## src/shared/crtt_map.svh

```systemverilog
// Offsets, field positions, reset values and counts of the CAN receive and trigger block
//
// Function
// A stored frame writes only its DLC's data bytes; other bytes keep their old value.
// Software treats only the frame's DLC bytes as valid payload and ignores the rest.
// The receive timeout runs while its reload field is non-zero and idles at zero.
// A frame stored with its new-frame enable at 0 does not restart the timeout.
// Software sets the new-frame enable of every storage target in use.
// Three trigger timers each have a reload field and share one prescaled tick.
// A trigger timer starts when one write sets its reload field and start bit.
// A started trigger timer counts one more than its reload value, then fires.
// Software programs a trigger reload one less than the count it wants.
// A new-frame flag set beats a same-cycle clear; requests come only on 0 to 1.
// The timeout request needs its enable; trigger timers step on prescaled ticks.
`ifndef CRTT_MAP_SVH
`define CRTT_MAP_SVH

//------------------------------------------------------------------------------
// Register offsets (byte addresses)
//------------------------------------------------------------------------------
`define CRTT_OFS_CLK_CTRL    12'h000
`define CRTT_OFS_IRQ_EN      12'h004
`define CRTT_OFS_NF_FLAGS    12'h008
`define CRTT_OFS_RX_TIMEOUT  12'h00C
`define CRTT_OFS_TRIG_A      12'h010
`define CRTT_OFS_TRIG_B      12'h014
`define CRTT_OFS_TRIG_C      12'h018
`define CRTT_OFS_BUF_BASE    12'h100

//------------------------------------------------------------------------------
// Field positions
//------------------------------------------------------------------------------
`define CRTT_PRESC_MSB       15
`define CRTT_CLKSRC_BIT      16
`define CRTT_RELOAD_MSB      15
`define CRTT_TIMEOUT_IRQ_EN_BIT        16
`define CRTT_TE_BIT          31
`define CRTT_START_BIT       31
`define CRTT_RUNNING_BIT     30

//------------------------------------------------------------------------------
// Sizes and reset values
//------------------------------------------------------------------------------
`define CRTT_BYTES_PER_BUF   8
`define CRTT_NUM_TRIG        3
`define CRTT_FIFO_DEPTH      8
`define CRTT_RST_PRESC       16'h0000
`define CRTT_RST_RELOAD      16'h0000

`endif

```

## src/shared/crtt_pkg.sv

```systemverilog
// Types shared by the CAN receive and trigger block
package crtt_pkg;

	// Storage target of a received frame
	typedef enum logic [1:0] {
		CRTT_TGT_FIFO0 = 2'h0,
		CRTT_TGT_FIFO1 = 2'h1,
		CRTT_TGT_DED   = 2'h2
	} crtt_target_t;

	// Buffer writer states
	typedef enum logic {
		CRTT_WR_IDLE  = 1'b0,
		CRTT_WR_BYTES = 1'b1
	} crtt_wr_state_t;

	// Timer tick source
	typedef enum logic {
		CRTT_SRC_PCLK = 1'b0,
		CRTT_SRC_EXT  = 1'b1
	} crtt_clk_src_t;

endpackage

```

## src/logic/crtt_top.sv

```systemverilog
// CAN receive buffer writer, receive timeout and transmit trigger timers behind APB
//
// Our own choices: register access over APB and the address map.
`include "crtt_map.svh"

module crtt_top
	import crtt_pkg::*;
#(
	parameter int NBUF = 4
) (
	// Clock and reset
	input  wire logic        pclk,
	input  wire logic        presetn,
	// APB slave
	input  wire logic [11:0] paddr,
	input  wire logic        psel,
	input  wire logic        penable,
	input  wire logic        pwrite,
	input  wire logic [31:0] pwdata,
	output logic [31:0]      prdata,
	output logic             pready,
	output logic             pslverr,
	// Received frames from the protocol engine
	input  wire logic        rx_valid,
	output logic             rx_ready,
	input  wire logic [1:0]  rx_target,
	input  wire logic [1:0]  rx_buf_idx,
	input  wire logic [3:0]  rx_dlc,
	input  wire logic [63:0] rx_payload,
	// External timer clock pin
	input  wire logic        ext_tick_in,
	// Requests and triggers
	output logic [2:0]       new_frame_req,
	output logic             rx_timeout_req,
	output logic [2:0]       tx_trigger
);
	localparam int DW = 2 + 2 + 4 + 64;
	localparam int MW = $clog2(NBUF * `CRTT_BYTES_PER_BUF);

	//--------------------------------------------------------------------------
	// Helpers
	//--------------------------------------------------------------------------
	// Classical frames carry at most eight bytes; larger DLC codes clamp
	function automatic logic [3:0] dlc_bytes(input logic [3:0] dlc);
		dlc_bytes = (dlc > 4'h8) ? 4'h8 : dlc;
	endfunction

	function automatic logic [MW-1:0] mem_addr(input logic [1:0] buf_i, input logic [2:0] byte_i);
		mem_addr = MW'({buf_i, byte_i});
	endfunction

	//--------------------------------------------------------------------------
	// Declarations
	//--------------------------------------------------------------------------
	logic [7:0]      buf_mem [NBUF * `CRTT_BYTES_PER_BUF];
	logic            f_valid;
	logic            f_ready;
	logic [DW-1:0]   f_data;
	crtt_wr_state_t  wr_state_q, wr_state_d;
	logic [DW-1:0]   frame_q, frame_d;
	logic [3:0]      byte_idx_q, byte_idx_d;
	logic            mem_we;
	logic            commit;
	logic [1:0]      fr_target;
	logic [1:0]      fr_buf;
	logic [3:0]      fr_dlc;
	logic [63:0]     fr_payload;

	logic [15:0]     presc_q, presc_d;
	crtt_clk_src_t   clk_src_q, clk_src_d;
	logic [2:0]      irq_en_q, irq_en_d;
	logic [2:0]      nf_flag_q, nf_flag_d;
	logic [2:0]      nf_set;
	logic [2:0]      nf_req_q;
	logic [15:0]     to_reload_q, to_reload_d;
	logic            timeout_irq_en_q, timeout_irq_en_d;
	logic            te_q, te_d;
	logic [15:0]     to_cnt_q, to_cnt_d;
	logic [15:0]     trig_reload_q [`CRTT_NUM_TRIG];
	logic [15:0]     trig_reload_d [`CRTT_NUM_TRIG];
	logic [2:0]      trig_load;
	logic [2:0]      trig_run;

	logic            ext_s1_q, ext_s2_q, ext_s3_q;
	logic [15:0]     div_q, div_d;
	logic            tick;
	logic            src_event;

	logic            wr_en;
	logic            setup;
	logic [31:0]     prdata_q, prdata_d;
	logic            perr_q, perr_d;
	logic            frame_hit;

	//--------------------------------------------------------------------------
	// Frame FIFO: back-pressure reaches the engine through rx_ready
	//--------------------------------------------------------------------------
	crtt_fifo #(
		.WIDTH (DW),
		.DEPTH (`CRTT_FIFO_DEPTH)
	) u_fifo (
		.pclk      (pclk),
		.presetn   (presetn),
		.in_valid  (rx_valid),
		.in_ready  (rx_ready),
		.in_data   ({rx_target, rx_buf_idx, rx_dlc, rx_payload}),
		.out_valid (f_valid),
		.out_ready (f_ready),
		.out_data  (f_data)
	);

	//--------------------------------------------------------------------------
	// Buffer writer: one byte per cycle, so the FIFO stalls while it works
	//--------------------------------------------------------------------------
	assign {fr_target, fr_buf, fr_dlc, fr_payload} = frame_q;
	assign f_ready = (wr_state_q == CRTT_WR_IDLE);

	// Only DLC bytes are written; untouched bytes keep what they held
	always_comb begin
		wr_state_d = wr_state_q;
		frame_d    = frame_q;
		byte_idx_d = byte_idx_q;
		mem_we     = 1'b0;
		commit     = 1'b0;
		case (wr_state_q)
			CRTT_WR_IDLE: begin
				if (f_valid) begin
					frame_d    = f_data;
					byte_idx_d = 4'h0;
					wr_state_d = CRTT_WR_BYTES;
				end
			end
			CRTT_WR_BYTES: begin
				if (byte_idx_q < dlc_bytes(fr_dlc)) begin
					mem_we     = 1'b1;
					byte_idx_d = byte_idx_q + 4'h1;
				end else begin
					commit     = 1'b1;
					wr_state_d = CRTT_WR_IDLE;
				end
			end
			default: begin
				wr_state_d = CRTT_WR_IDLE;
			end
		endcase
	end

	always_ff @(posedge pclk or negedge presetn) begin
		if (!presetn) begin
			wr_state_q <= CRTT_WR_IDLE;
			frame_q    <= '0;
			byte_idx_q <= 4'h0;
		end else begin
			wr_state_q <= wr_state_d;
			frame_q    <= frame_d;
			byte_idx_q <= byte_idx_d;
		end
	end

	// Buffer RAM has no reset and is never cleared
	always_ff @(posedge pclk) begin
		if (mem_we) begin
			buf_mem[mem_addr(fr_buf, byte_idx_q[2:0])] <= fr_payload[byte_idx_q[2:0]*8 +: 8];
		end
	end

	//--------------------------------------------------------------------------
	// Timer tick: selected source divided by prescaler + 1
	//--------------------------------------------------------------------------
	// Pin passes three flops; the edge detector looks only at the second and third
	always_ff @(posedge pclk or negedge presetn) begin
		if (!presetn) begin
			ext_s1_q <= 1'b0;
			ext_s2_q <= 1'b0;
			ext_s3_q <= 1'b0;
		end else begin
			ext_s1_q <= ext_tick_in;
			ext_s2_q <= ext_s1_q;
			ext_s3_q <= ext_s2_q;
		end
	end

	assign src_event = (clk_src_q == CRTT_SRC_PCLK) ? 1'b1 : (ext_s2_q && !ext_s3_q);
	assign tick      = src_event && (div_q >= presc_q);

	always_comb begin
		div_d = div_q;
		if (src_event) begin
			div_d = (div_q >= presc_q) ? 16'h0000 : div_q + 16'h0001;
		end
	end

	always_ff @(posedge pclk or negedge presetn) begin
		if (!presetn) begin
			div_q <= 16'h0000;
		end else begin
			div_q <= div_d;
		end
	end

	//--------------------------------------------------------------------------
	// Trigger timers share the tick
	//--------------------------------------------------------------------------
	for (genvar g = 0; g < `CRTT_NUM_TRIG; g++) begin : g_trig
		crtt_trig_timer #(
			.CW (16)
		) u_trig (
			.pclk       (pclk),
			.presetn    (presetn),
			.load       (trig_load[g]),
			.reload_val (pwdata[`CRTT_RELOAD_MSB:0]),
			.tick       (tick),
			.running    (trig_run[g]),
			.trigger    (tx_trigger[g])
		);
	end

	//--------------------------------------------------------------------------
	// APB decode
	//--------------------------------------------------------------------------
	assign wr_en  = psel && penable && pwrite;
	assign setup  = psel && !penable;
	assign pready = 1'b1;
	assign prdata  = prdata_q;
	assign pslverr = perr_q && psel && penable;
	assign frame_hit = (paddr >= `CRTT_OFS_BUF_BASE) &&
		(paddr < (`CRTT_OFS_BUF_BASE + 12'(NBUF * `CRTT_BYTES_PER_BUF)));

	// Start only when the start bit rides on the same write as the reload
	always_comb begin
		trig_load[0] = wr_en && (paddr == `CRTT_OFS_TRIG_A) && pwdata[`CRTT_START_BIT];
		trig_load[1] = wr_en && (paddr == `CRTT_OFS_TRIG_B) && pwdata[`CRTT_START_BIT];
		trig_load[2] = wr_en && (paddr == `CRTT_OFS_TRIG_C) && pwdata[`CRTT_START_BIT];
	end

	// Read data is latched in the setup phase so prdata comes from a flop
	always_comb begin
		prdata_d = prdata_q;
		perr_d   = perr_q;
		if (setup) begin
			perr_d   = 1'b0;
			prdata_d = 32'h0000_0000;
			if (paddr == `CRTT_OFS_CLK_CTRL) begin
				prdata_d = {15'h0, clk_src_q, presc_q};
			end else if (paddr == `CRTT_OFS_IRQ_EN) begin
				prdata_d = {29'h0, irq_en_q};
			end else if (paddr == `CRTT_OFS_NF_FLAGS) begin
				prdata_d = {29'h0, nf_flag_q};
			end else if (paddr == `CRTT_OFS_RX_TIMEOUT) begin
				prdata_d = {te_q, 14'h0, timeout_irq_en_q, to_reload_q};
			end else if (paddr == `CRTT_OFS_TRIG_A) begin
				prdata_d = {1'b0, trig_run[0], 14'h0, trig_reload_q[0]};
			end else if (paddr == `CRTT_OFS_TRIG_B) begin
				prdata_d = {1'b0, trig_run[1], 14'h0, trig_reload_q[1]};
			end else if (paddr == `CRTT_OFS_TRIG_C) begin
				prdata_d = {1'b0, trig_run[2], 14'h0, trig_reload_q[2]};
			end else if (frame_hit && (paddr[1:0] == 2'h0)) begin
				prdata_d = {buf_mem[MW'(paddr[MW-1:0] + 3'h3)], buf_mem[MW'(paddr[MW-1:0] + 3'h2)],
					buf_mem[MW'(paddr[MW-1:0] + 3'h1)], buf_mem[paddr[MW-1:0]]};
			end else begin
				perr_d = 1'b1;
			end
		end
	end

	//--------------------------------------------------------------------------
	// Control registers
	//--------------------------------------------------------------------------
	always_comb begin
		presc_d     = presc_q;
		clk_src_d   = clk_src_q;
		irq_en_d    = irq_en_q;
		to_reload_d = to_reload_q;
		timeout_irq_en_d      = timeout_irq_en_q;
		for (int i = 0; i < `CRTT_NUM_TRIG; i++) begin
			trig_reload_d[i] = trig_reload_q[i];
			if (trig_load[i]) begin
				trig_reload_d[i] = pwdata[`CRTT_RELOAD_MSB:0];
			end
		end
		if (wr_en && (paddr == `CRTT_OFS_CLK_CTRL)) begin
			presc_d   = pwdata[`CRTT_PRESC_MSB:0];
			clk_src_d = crtt_clk_src_t'(pwdata[`CRTT_CLKSRC_BIT]);
		end
		if (wr_en && (paddr == `CRTT_OFS_IRQ_EN)) begin
			irq_en_d = pwdata[2:0];
		end
		if (wr_en && (paddr == `CRTT_OFS_RX_TIMEOUT)) begin
			to_reload_d = pwdata[`CRTT_RELOAD_MSB:0];
			timeout_irq_en_d      = pwdata[`CRTT_TIMEOUT_IRQ_EN_BIT];
		end
	end

	//--------------------------------------------------------------------------
	// New-frame flags: hardware set beats a same-cycle write-one clear
	//--------------------------------------------------------------------------
	always_comb begin
		nf_set = 3'h0;
		if (commit) begin
			nf_set[fr_target] = 1'b1;
		end
		nf_flag_d = nf_flag_q;
		if (wr_en && (paddr == `CRTT_OFS_NF_FLAGS)) begin
			nf_flag_d = nf_flag_q & ~pwdata[2:0];
		end
		nf_flag_d = nf_flag_d | nf_set;
	end

	//--------------------------------------------------------------------------
	// Receive timeout
	//--------------------------------------------------------------------------
	// Only a frame whose target enable is set restarts the count
	always_comb begin
		to_cnt_d = to_cnt_q;
		te_d     = te_q;
		if (wr_en && (paddr == `CRTT_OFS_RX_TIMEOUT)) begin
			to_cnt_d = pwdata[`CRTT_RELOAD_MSB:0];
		end else if (commit && irq_en_q[fr_target]) begin
			to_cnt_d = to_reload_q;
		end else if ((to_reload_q != 16'h0000) && tick) begin
			if (to_cnt_q == 16'h0000) begin
				to_cnt_d = to_reload_q;
				te_d     = 1'b1;
			end else begin
				to_cnt_d = to_cnt_q - 16'h0001;
			end
		end
		// This flag alone lets the clear win over a same-cycle set
		if (wr_en && (paddr == `CRTT_OFS_RX_TIMEOUT) && pwdata[`CRTT_TE_BIT]) begin
			te_d = 1'b0;
		end
	end

	//--------------------------------------------------------------------------
	// State registers
	//--------------------------------------------------------------------------
	always_ff @(posedge pclk or negedge presetn) begin
		if (!presetn) begin
			presc_q     <= `CRTT_RST_PRESC;
			clk_src_q   <= CRTT_SRC_PCLK;
			irq_en_q    <= 3'h0;
			nf_flag_q   <= 3'h0;
			nf_req_q    <= 3'h0;
			to_reload_q <= `CRTT_RST_RELOAD;
			timeout_irq_en_q      <= 1'b0;
			te_q        <= 1'b0;
			to_cnt_q    <= `CRTT_RST_RELOAD;
			prdata_q    <= 32'h0000_0000;
			perr_q      <= 1'b0;
			for (int i = 0; i < `CRTT_NUM_TRIG; i++) begin
				trig_reload_q[i] <= `CRTT_RST_RELOAD;
			end
		end else begin
			presc_q     <= presc_d;
			clk_src_q   <= clk_src_d;
			irq_en_q    <= irq_en_d;
			nf_flag_q   <= nf_flag_d;
			nf_req_q    <= nf_flag_d & ~nf_flag_q & irq_en_q;
			to_reload_q <= to_reload_d;
			timeout_irq_en_q      <= timeout_irq_en_d;
			te_q        <= te_d;
			to_cnt_q    <= to_cnt_d;
			prdata_q    <= prdata_d;
			perr_q      <= perr_d;
			for (int i = 0; i < `CRTT_NUM_TRIG; i++) begin
				trig_reload_q[i] <= trig_reload_d[i];
			end
		end
	end

	//--------------------------------------------------------------------------
	// Outputs
	//--------------------------------------------------------------------------
	assign new_frame_req  = nf_req_q;
	assign rx_timeout_req = te_q && timeout_irq_en_q;

endmodule // crtt_top

```

## src/logic/crtt_fifo.sv

```systemverilog
// Frame descriptor FIFO between the receive engine and the buffer writer
module crtt_fifo #(
	parameter int WIDTH = 73,
	parameter int DEPTH = 8
) (
	// Clock and reset
	input  wire logic             pclk,
	input  wire logic             presetn,
	// Fill side
	input  wire logic             in_valid,
	output logic                  in_ready,
	input  wire logic [WIDTH-1:0] in_data,
	// Drain side
	output logic                  out_valid,
	input  wire logic             out_ready,
	output logic [WIDTH-1:0]      out_data
);
	localparam int AW = $clog2(DEPTH);

	logic [WIDTH-1:0] mem [DEPTH];
	logic [AW-1:0]    wr_ptr_q, wr_ptr_d;
	logic [AW-1:0]    rd_ptr_q, rd_ptr_d;
	logic [AW:0]      count_q, count_d;
	logic             push;
	logic             pop;

	//--------------------------------------------------------------------------
	// Handshakes
	//--------------------------------------------------------------------------
	assign in_ready  = (count_q != (AW+1)'(DEPTH));
	assign out_valid = (count_q != '0);
	assign out_data  = mem[rd_ptr_q];
	assign push      = in_valid && in_ready;
	assign pop       = out_valid && out_ready;

	// Pointer arithmetic; depth is a power of two so the pointers wrap freely
	always_comb begin
		wr_ptr_d = push ? wr_ptr_q + 1'b1 : wr_ptr_q;
		rd_ptr_d = pop ? rd_ptr_q + 1'b1 : rd_ptr_q;
		count_d  = count_q;
		if (push && !pop) begin
			count_d = count_q + 1'b1;
		end else if (pop && !push) begin
			count_d = count_q - 1'b1;
		end
	end

	always_ff @(posedge pclk or negedge presetn) begin
		if (!presetn) begin
			wr_ptr_q <= '0;
			rd_ptr_q <= '0;
			count_q  <= '0;
		end else begin
			wr_ptr_q <= wr_ptr_d;
			rd_ptr_q <= rd_ptr_d;
			count_q  <= count_d;
		end
	end

	// Storage holds no reset: contents matter only once counted
	always_ff @(posedge pclk) begin
		if (push) begin
			mem[wr_ptr_q] <= in_data;
		end
	end

endmodule // crtt_fifo

```

## src/logic/crtt_trig_timer.sv

```systemverilog
// One transmit trigger timer: load with start, count down on ticks, fire at zero
module crtt_trig_timer #(
	parameter int CW = 16
) (
	// Clock and reset
	input  wire logic          pclk,
	input  wire logic          presetn,
	// Control
	input  wire logic          load,
	input  wire logic [CW-1:0] reload_val,
	input  wire logic          tick,
	// Status
	output logic               running,
	output logic               trigger
);
	logic [CW-1:0] cnt_q, cnt_d;
	logic          run_q, run_d;
	logic          trig_q, trig_d;

	// Reaching zero takes reload ticks, firing takes one more, so reload+1 in all
	always_comb begin
		cnt_d  = cnt_q;
		run_d  = run_q;
		trig_d = 1'b0;
		if (load) begin
			cnt_d = reload_val;
			run_d = 1'b1;
		end else if (run_q && tick) begin
			if (cnt_q == '0) begin
				run_d  = 1'b0;
				trig_d = 1'b1;
			end else begin
				cnt_d = cnt_q - 1'b1;
			end
		end
	end

	always_ff @(posedge pclk or negedge presetn) begin
		if (!presetn) begin
			cnt_q  <= '0;
			run_q  <= 1'b0;
			trig_q <= 1'b0;
		end else begin
			cnt_q  <= cnt_d;
			run_q  <= run_d;
			trig_q <= trig_d;
		end
	end

	assign running = run_q;
	assign trigger = trig_q;

endmodule // crtt_trig_timer

```

## config.mk

```make
export PLATFORM = sky130hd
export DESIGN_NAME = crtt_top
export DESIGN_NICKNAME = d
export VERILOG_FILES = /design/src/shared/crtt_pkg.sv /design/src/logic/crtt_top.sv /design/src/logic/crtt_fifo.sv /design/src/logic/crtt_trig_timer.sv
export VERILOG_INCLUDE_DIRS = /design/src /design/src/shared
export SDC_FILE = /design/constraint.sdc
export NUM_CORES = 2
export LEC_CHECK = 0
export CORE_UTILIZATION = 30
export DETAILED_ROUTE_END_ITERATION = 8
export DONT_BUFFER_PORTS = 1
export HOLD_SLACK_MARGIN = 0.1
export SLEW_MARGIN = 20
export SYNTH_ARGS = -nofsm -noshare
export SYNTH_HDL_FRONTEND = slang
export SYNTH_SLANG_ARGS = --single-unit
```

## constraint.sdc

```tcl
create_clock -name pclk -period 14.8 [get_ports pclk]
set_input_delay 2.96 -clock pclk [delete_from_list [all_inputs] [get_ports pclk]]
set_output_delay 2.96 -clock pclk [all_outputs]
set_load 0.01 [all_outputs]
```

==> flow_metrics.tcl <==
set metrics [dict create \
    initial_utilization_pct 30.4 \
    synth-seq-cells 1133 \
    hpwlAfterDp_microns 88600 \
    viasPerCell 5.33 \
    die_y_microns 420 \
    grt_pass1_vias 29700 \
    placed_area_sq_mm 0.0551 \
    synth_area_leader_cell "edfxtp_1" \
    worstSetupStartpointType "input port" \
    slowest_delay_ns 0.19 \
    switching_share_pct 29.1 \
    postSynth.asyncResetShare_pct 26.6 \
    drtPass1Iterations 8 \
    coreArea_sq_mm 0.172 \
    seq_power_share_pct 45.2 \
    critPathTopFamily "simple AND/OR/NAND/NOR gates" \
    yosys.area.top_type_share_pct 47.7 \
    rows 152 \
    setup_viol 0 \
    cts_tree "yes" \
    htree_num_levels 3 \
    setup_tns_ns 0 \
    io_buffers 0 \
    final_cells 5615 \
    dp_cells 5399 \
    ys_warn_count 0 \
    holdWs_ns 0.356 \
    required_ns 11.84 \
    drt_wl_total_microns 141000 \
    relSlewSlack_pct 6.29 \
    synth_area_per_cell_sq_um 16.2 \
    netlist_instances 3224 \
    yosysUniqueCellTypes 81 \
    rsz0062_at_grt "false" \
    power_leakage_uw 0.0202 \
    maxCapViolCount 0 \
    clk_latency_ns 0.74 \
    layout-area-overhead-vs-synth_pct 12.9 \
    ys_seq_area_share_pct 62.1 \
    clock_path_buffers 3 \
    grt_pass1_wl_microns 207000 \
    timing.fmax_ghz 0.164 \
    drt_iter0_drc 3264 \
    p_per_area_mw_per_mm2 165 \
    vias 30000 \
    fin_skew_ns 0.0276 \
    final.period_utilization_pct 41.3 \
    gp_congestion 0.873 \
    grt_max_degree 302 \
    clk_pin_slew_ns 0.06 \
    yosysMostFrequentCell "edfxtp_1" \
    antenna_found_initial 2 \
    route.detailed.drc 0 \
    crit_path_top_delay_cell "and3_1" \
    cts_resized 0 \
    dieArea_sq_mm 0.176 \
    cts_hold_buf 0 \
    internal_power_uw 6930 \
    critPathBufInv 0 \
    final_layout_size_suffix_gt1_share_pct 24.1 \
    crit_type "input port to output port" \
    critPathCaptureType "output port" \
    cts_root_buffer "clkbuf_16" \
    fp.dieW_microns 420 \
    ys.flop_type "edfxtp_1" \
    hold_path_class "flop to flop" \
    clockPowerShare_pct 31.6 \
    boundaryPins 165 \
    finalMaxSlewViolations 0 \
    finalHoldViolCount 0 \
    post_cts_buffers 0 \
    path_cells "and3_1" \
    synth_common_cells "edfxtp_1 (832), mux4_2 (469), nand2_1 (308)" \
    nets 3365 \
    yosys-top-cells-area "edfxtp_1 (48%), mux4_2 (20%), dfrtp_1 (14%), mux2i_1 (2.5%), nand2_1 (2.2%)" \
    clock-sinks 1133 \
    fin_crit_ns 6.11 \
    final_antenna_net_count 0 \
    tritoncts.num_buffers 112 \
    synth-edff-count 832 \
    worst_pin_slew_ns 1.41 \
    cp_data_arrival_time_ns 3.15 \
    ir_worst_vdd_mv 0.104 \
    overflow 0 \
    wl_per_cell_microns 25.2 \
    outcome "finished clean" \
    p_switching_uw 2850 \
    final_area_sq_mm 0.0591 \
    pwr-share-comb_pct 23.3 \
    track_usage_pct 16.0 \
    crit_fanout 5 \
    synth_nets 3386 \
    syn-cell-area_sq_mm 0.0524 \
]
-- worst paths after layout --
| path | from | endpoint | slack [ns] | cells past startpoint |
|---|---|---|---|---|
| hold / removal | ext_s1_q | ext_s2_q | 0.36 | 0 |
| setup reg to reg | byte_idx_q[1] | buf_mem[13][5] | 11.15 | 9 |
| min in group asynchronous | presetn | prdata[29] | 1.94 | 0 |
| max in group asynchronous | presetn | u_fifo.rd_ptr_q[1] | 11.55 | 0 |
| hold reg to reg | ext_s1_q | ext_s2_q | 0.36 | 0 |
| setup / recovery | psel | pslverr | 8.69 | 1 |
-- logic make-up (layout without fill, tap and decap cells) --
group           after synthesis  count (layout)  synth area share (%)
buf+inv                     251             330                  2.03
simple gates                744             744                  6.48
flops                      1133            1133                  62.1
compound gates              358             358                  4.00
other cells                   1               3               0.00716
fa+ha+maj                    39              39                 0.946
mux                         622             622                  23.1
xor+xnor                     76              76                  1.32
-- sequential cells by signal, indices dropped and copies added, names as in the netlist, 3 cells and up --
register,flops
u_fifo.rd_ptr_q,3
u_fifo.count_q,4
prdata,32
u_fifo.wr_ptr_q,3
trig_reload_q,48
presc_q,16
g_trig.u_trig.trigger,3
new_frame_req,3
irq_en_q,3
nf_flag_q,3
g_trig.u_trig.cnt_q,48
frame_q,72
g_trig.u_trig.running,3
byte_idx_q,4
u_fifo.mem,576
to_reload_q,16
div_q,16
to_cnt_q,16
buf_mem,256
-- power groups by stage --
stage               clock network, uW  registers [uW]  logic, uW
finish                           3090            4420       2270
floorplan                           0            4330       1720
CTS                              3150            4420       2330
global route                     3270            4470       2470
global placement                    0            4470       2300
detailed placement                  0            4490       2320
-- cell type report --
type | count | area, sq um
Timing Repair Buffer | 74 | 556
Antenna cell | 2 | 5.00
Tap cell | 2310 | 2890
Sequential cell | 1133 | 32500
Multi-Input combinational cell | 1840 | 19000
Clock buffer | 155 | 3180
Inverter | 42 | 158
Clock inverter | 59 | 835
Fill cell | 16400 | 113000
-- layer usage --
| metal | wire length, microns | vias up | GRT usage [%] |
|---|---|---|---|
| met5 | 0 | - | 0 |
| met4 | 4460 | 0 | 5.19 |
| met3 | 10400 | 219 | 3.40 |
| met2 | 69000 | 1154 | 26.1 |
| met1 | 57400 | 15800 | 21.1 |
| li1 | - | 12800 | - |
-- layout by cell type (no fill, tap or decap), types with 8 or more instances in the layout --
| cell | synthesis | layout |
|---|---|---|
| a211oi_1 | 10 | 10 |
| a21oi_1 | 149 | 148 |
| a31oi_1 | 13 | 13 |
| and2_1 | 8 | 8 |
| and3_1 | 11 | 11 |
| buf_4 | 13 | 74 |
| bufinv_16 | 0 | 19 |
| clkbuf_1 | 107 | 25 |
| clkbuf_16 | 0 | 115 |
| clkbuf_8 | 0 | 15 |
| clkinv_1 | 1 | 14 |
| clkinv_2 | 0 | 16 |
| dfrtp_1 | 301 | 298 |
| edfxtp_1 | 832 | 832 |
| ha_1 | 38 | 37 |
| inv_1 | 40 | 40 |
| mux2_2 | 23 | 23 |
| mux2i_1 | 129 | 129 |
| mux4_2 | 469 | 469 |
| nand2_1 | 308 | 308 |
| nand2b_1 | 16 | 15 |
| nand3_1 | 42 | 42 |
| nand4_1 | 36 | 36 |
| nor2_1 | 208 | 199 |
| nor2_2 | 1 | 9 |
| nor2b_1 | 8 | 8 |
| nor3_1 | 31 | 25 |
| nor3_2 | 3 | 8 |
| nor4_1 | 19 | 16 |
| o21ai_0 | 90 | 90 |
| o21ai_1 | 24 | 24 |
| o22ai_1 | 8 | 8 |
| or3_1 | 10 | 10 |
| xnor2_1 | 22 | 20 |
| xor2_1 | 52 | 50 |
-- through the flow --
| stage | power (uW) | utilization (%) | setup slack [ns] |
|---|---|---|---|
| floorplan | 6050 | - | 3.57 |
| global placement | 6770 | 31.9 | 8.32 |
| detailed placement | 6810 | 31.9 | 8.30 |
| CTS | 9900 | 34.3 | 8.69 |
| global route | 10200 | 34.3 | 8.68 |
| finish | 9780 | 34.3 | 8.69 |
No activity file was read; power rests on OpenSTA's default activity.
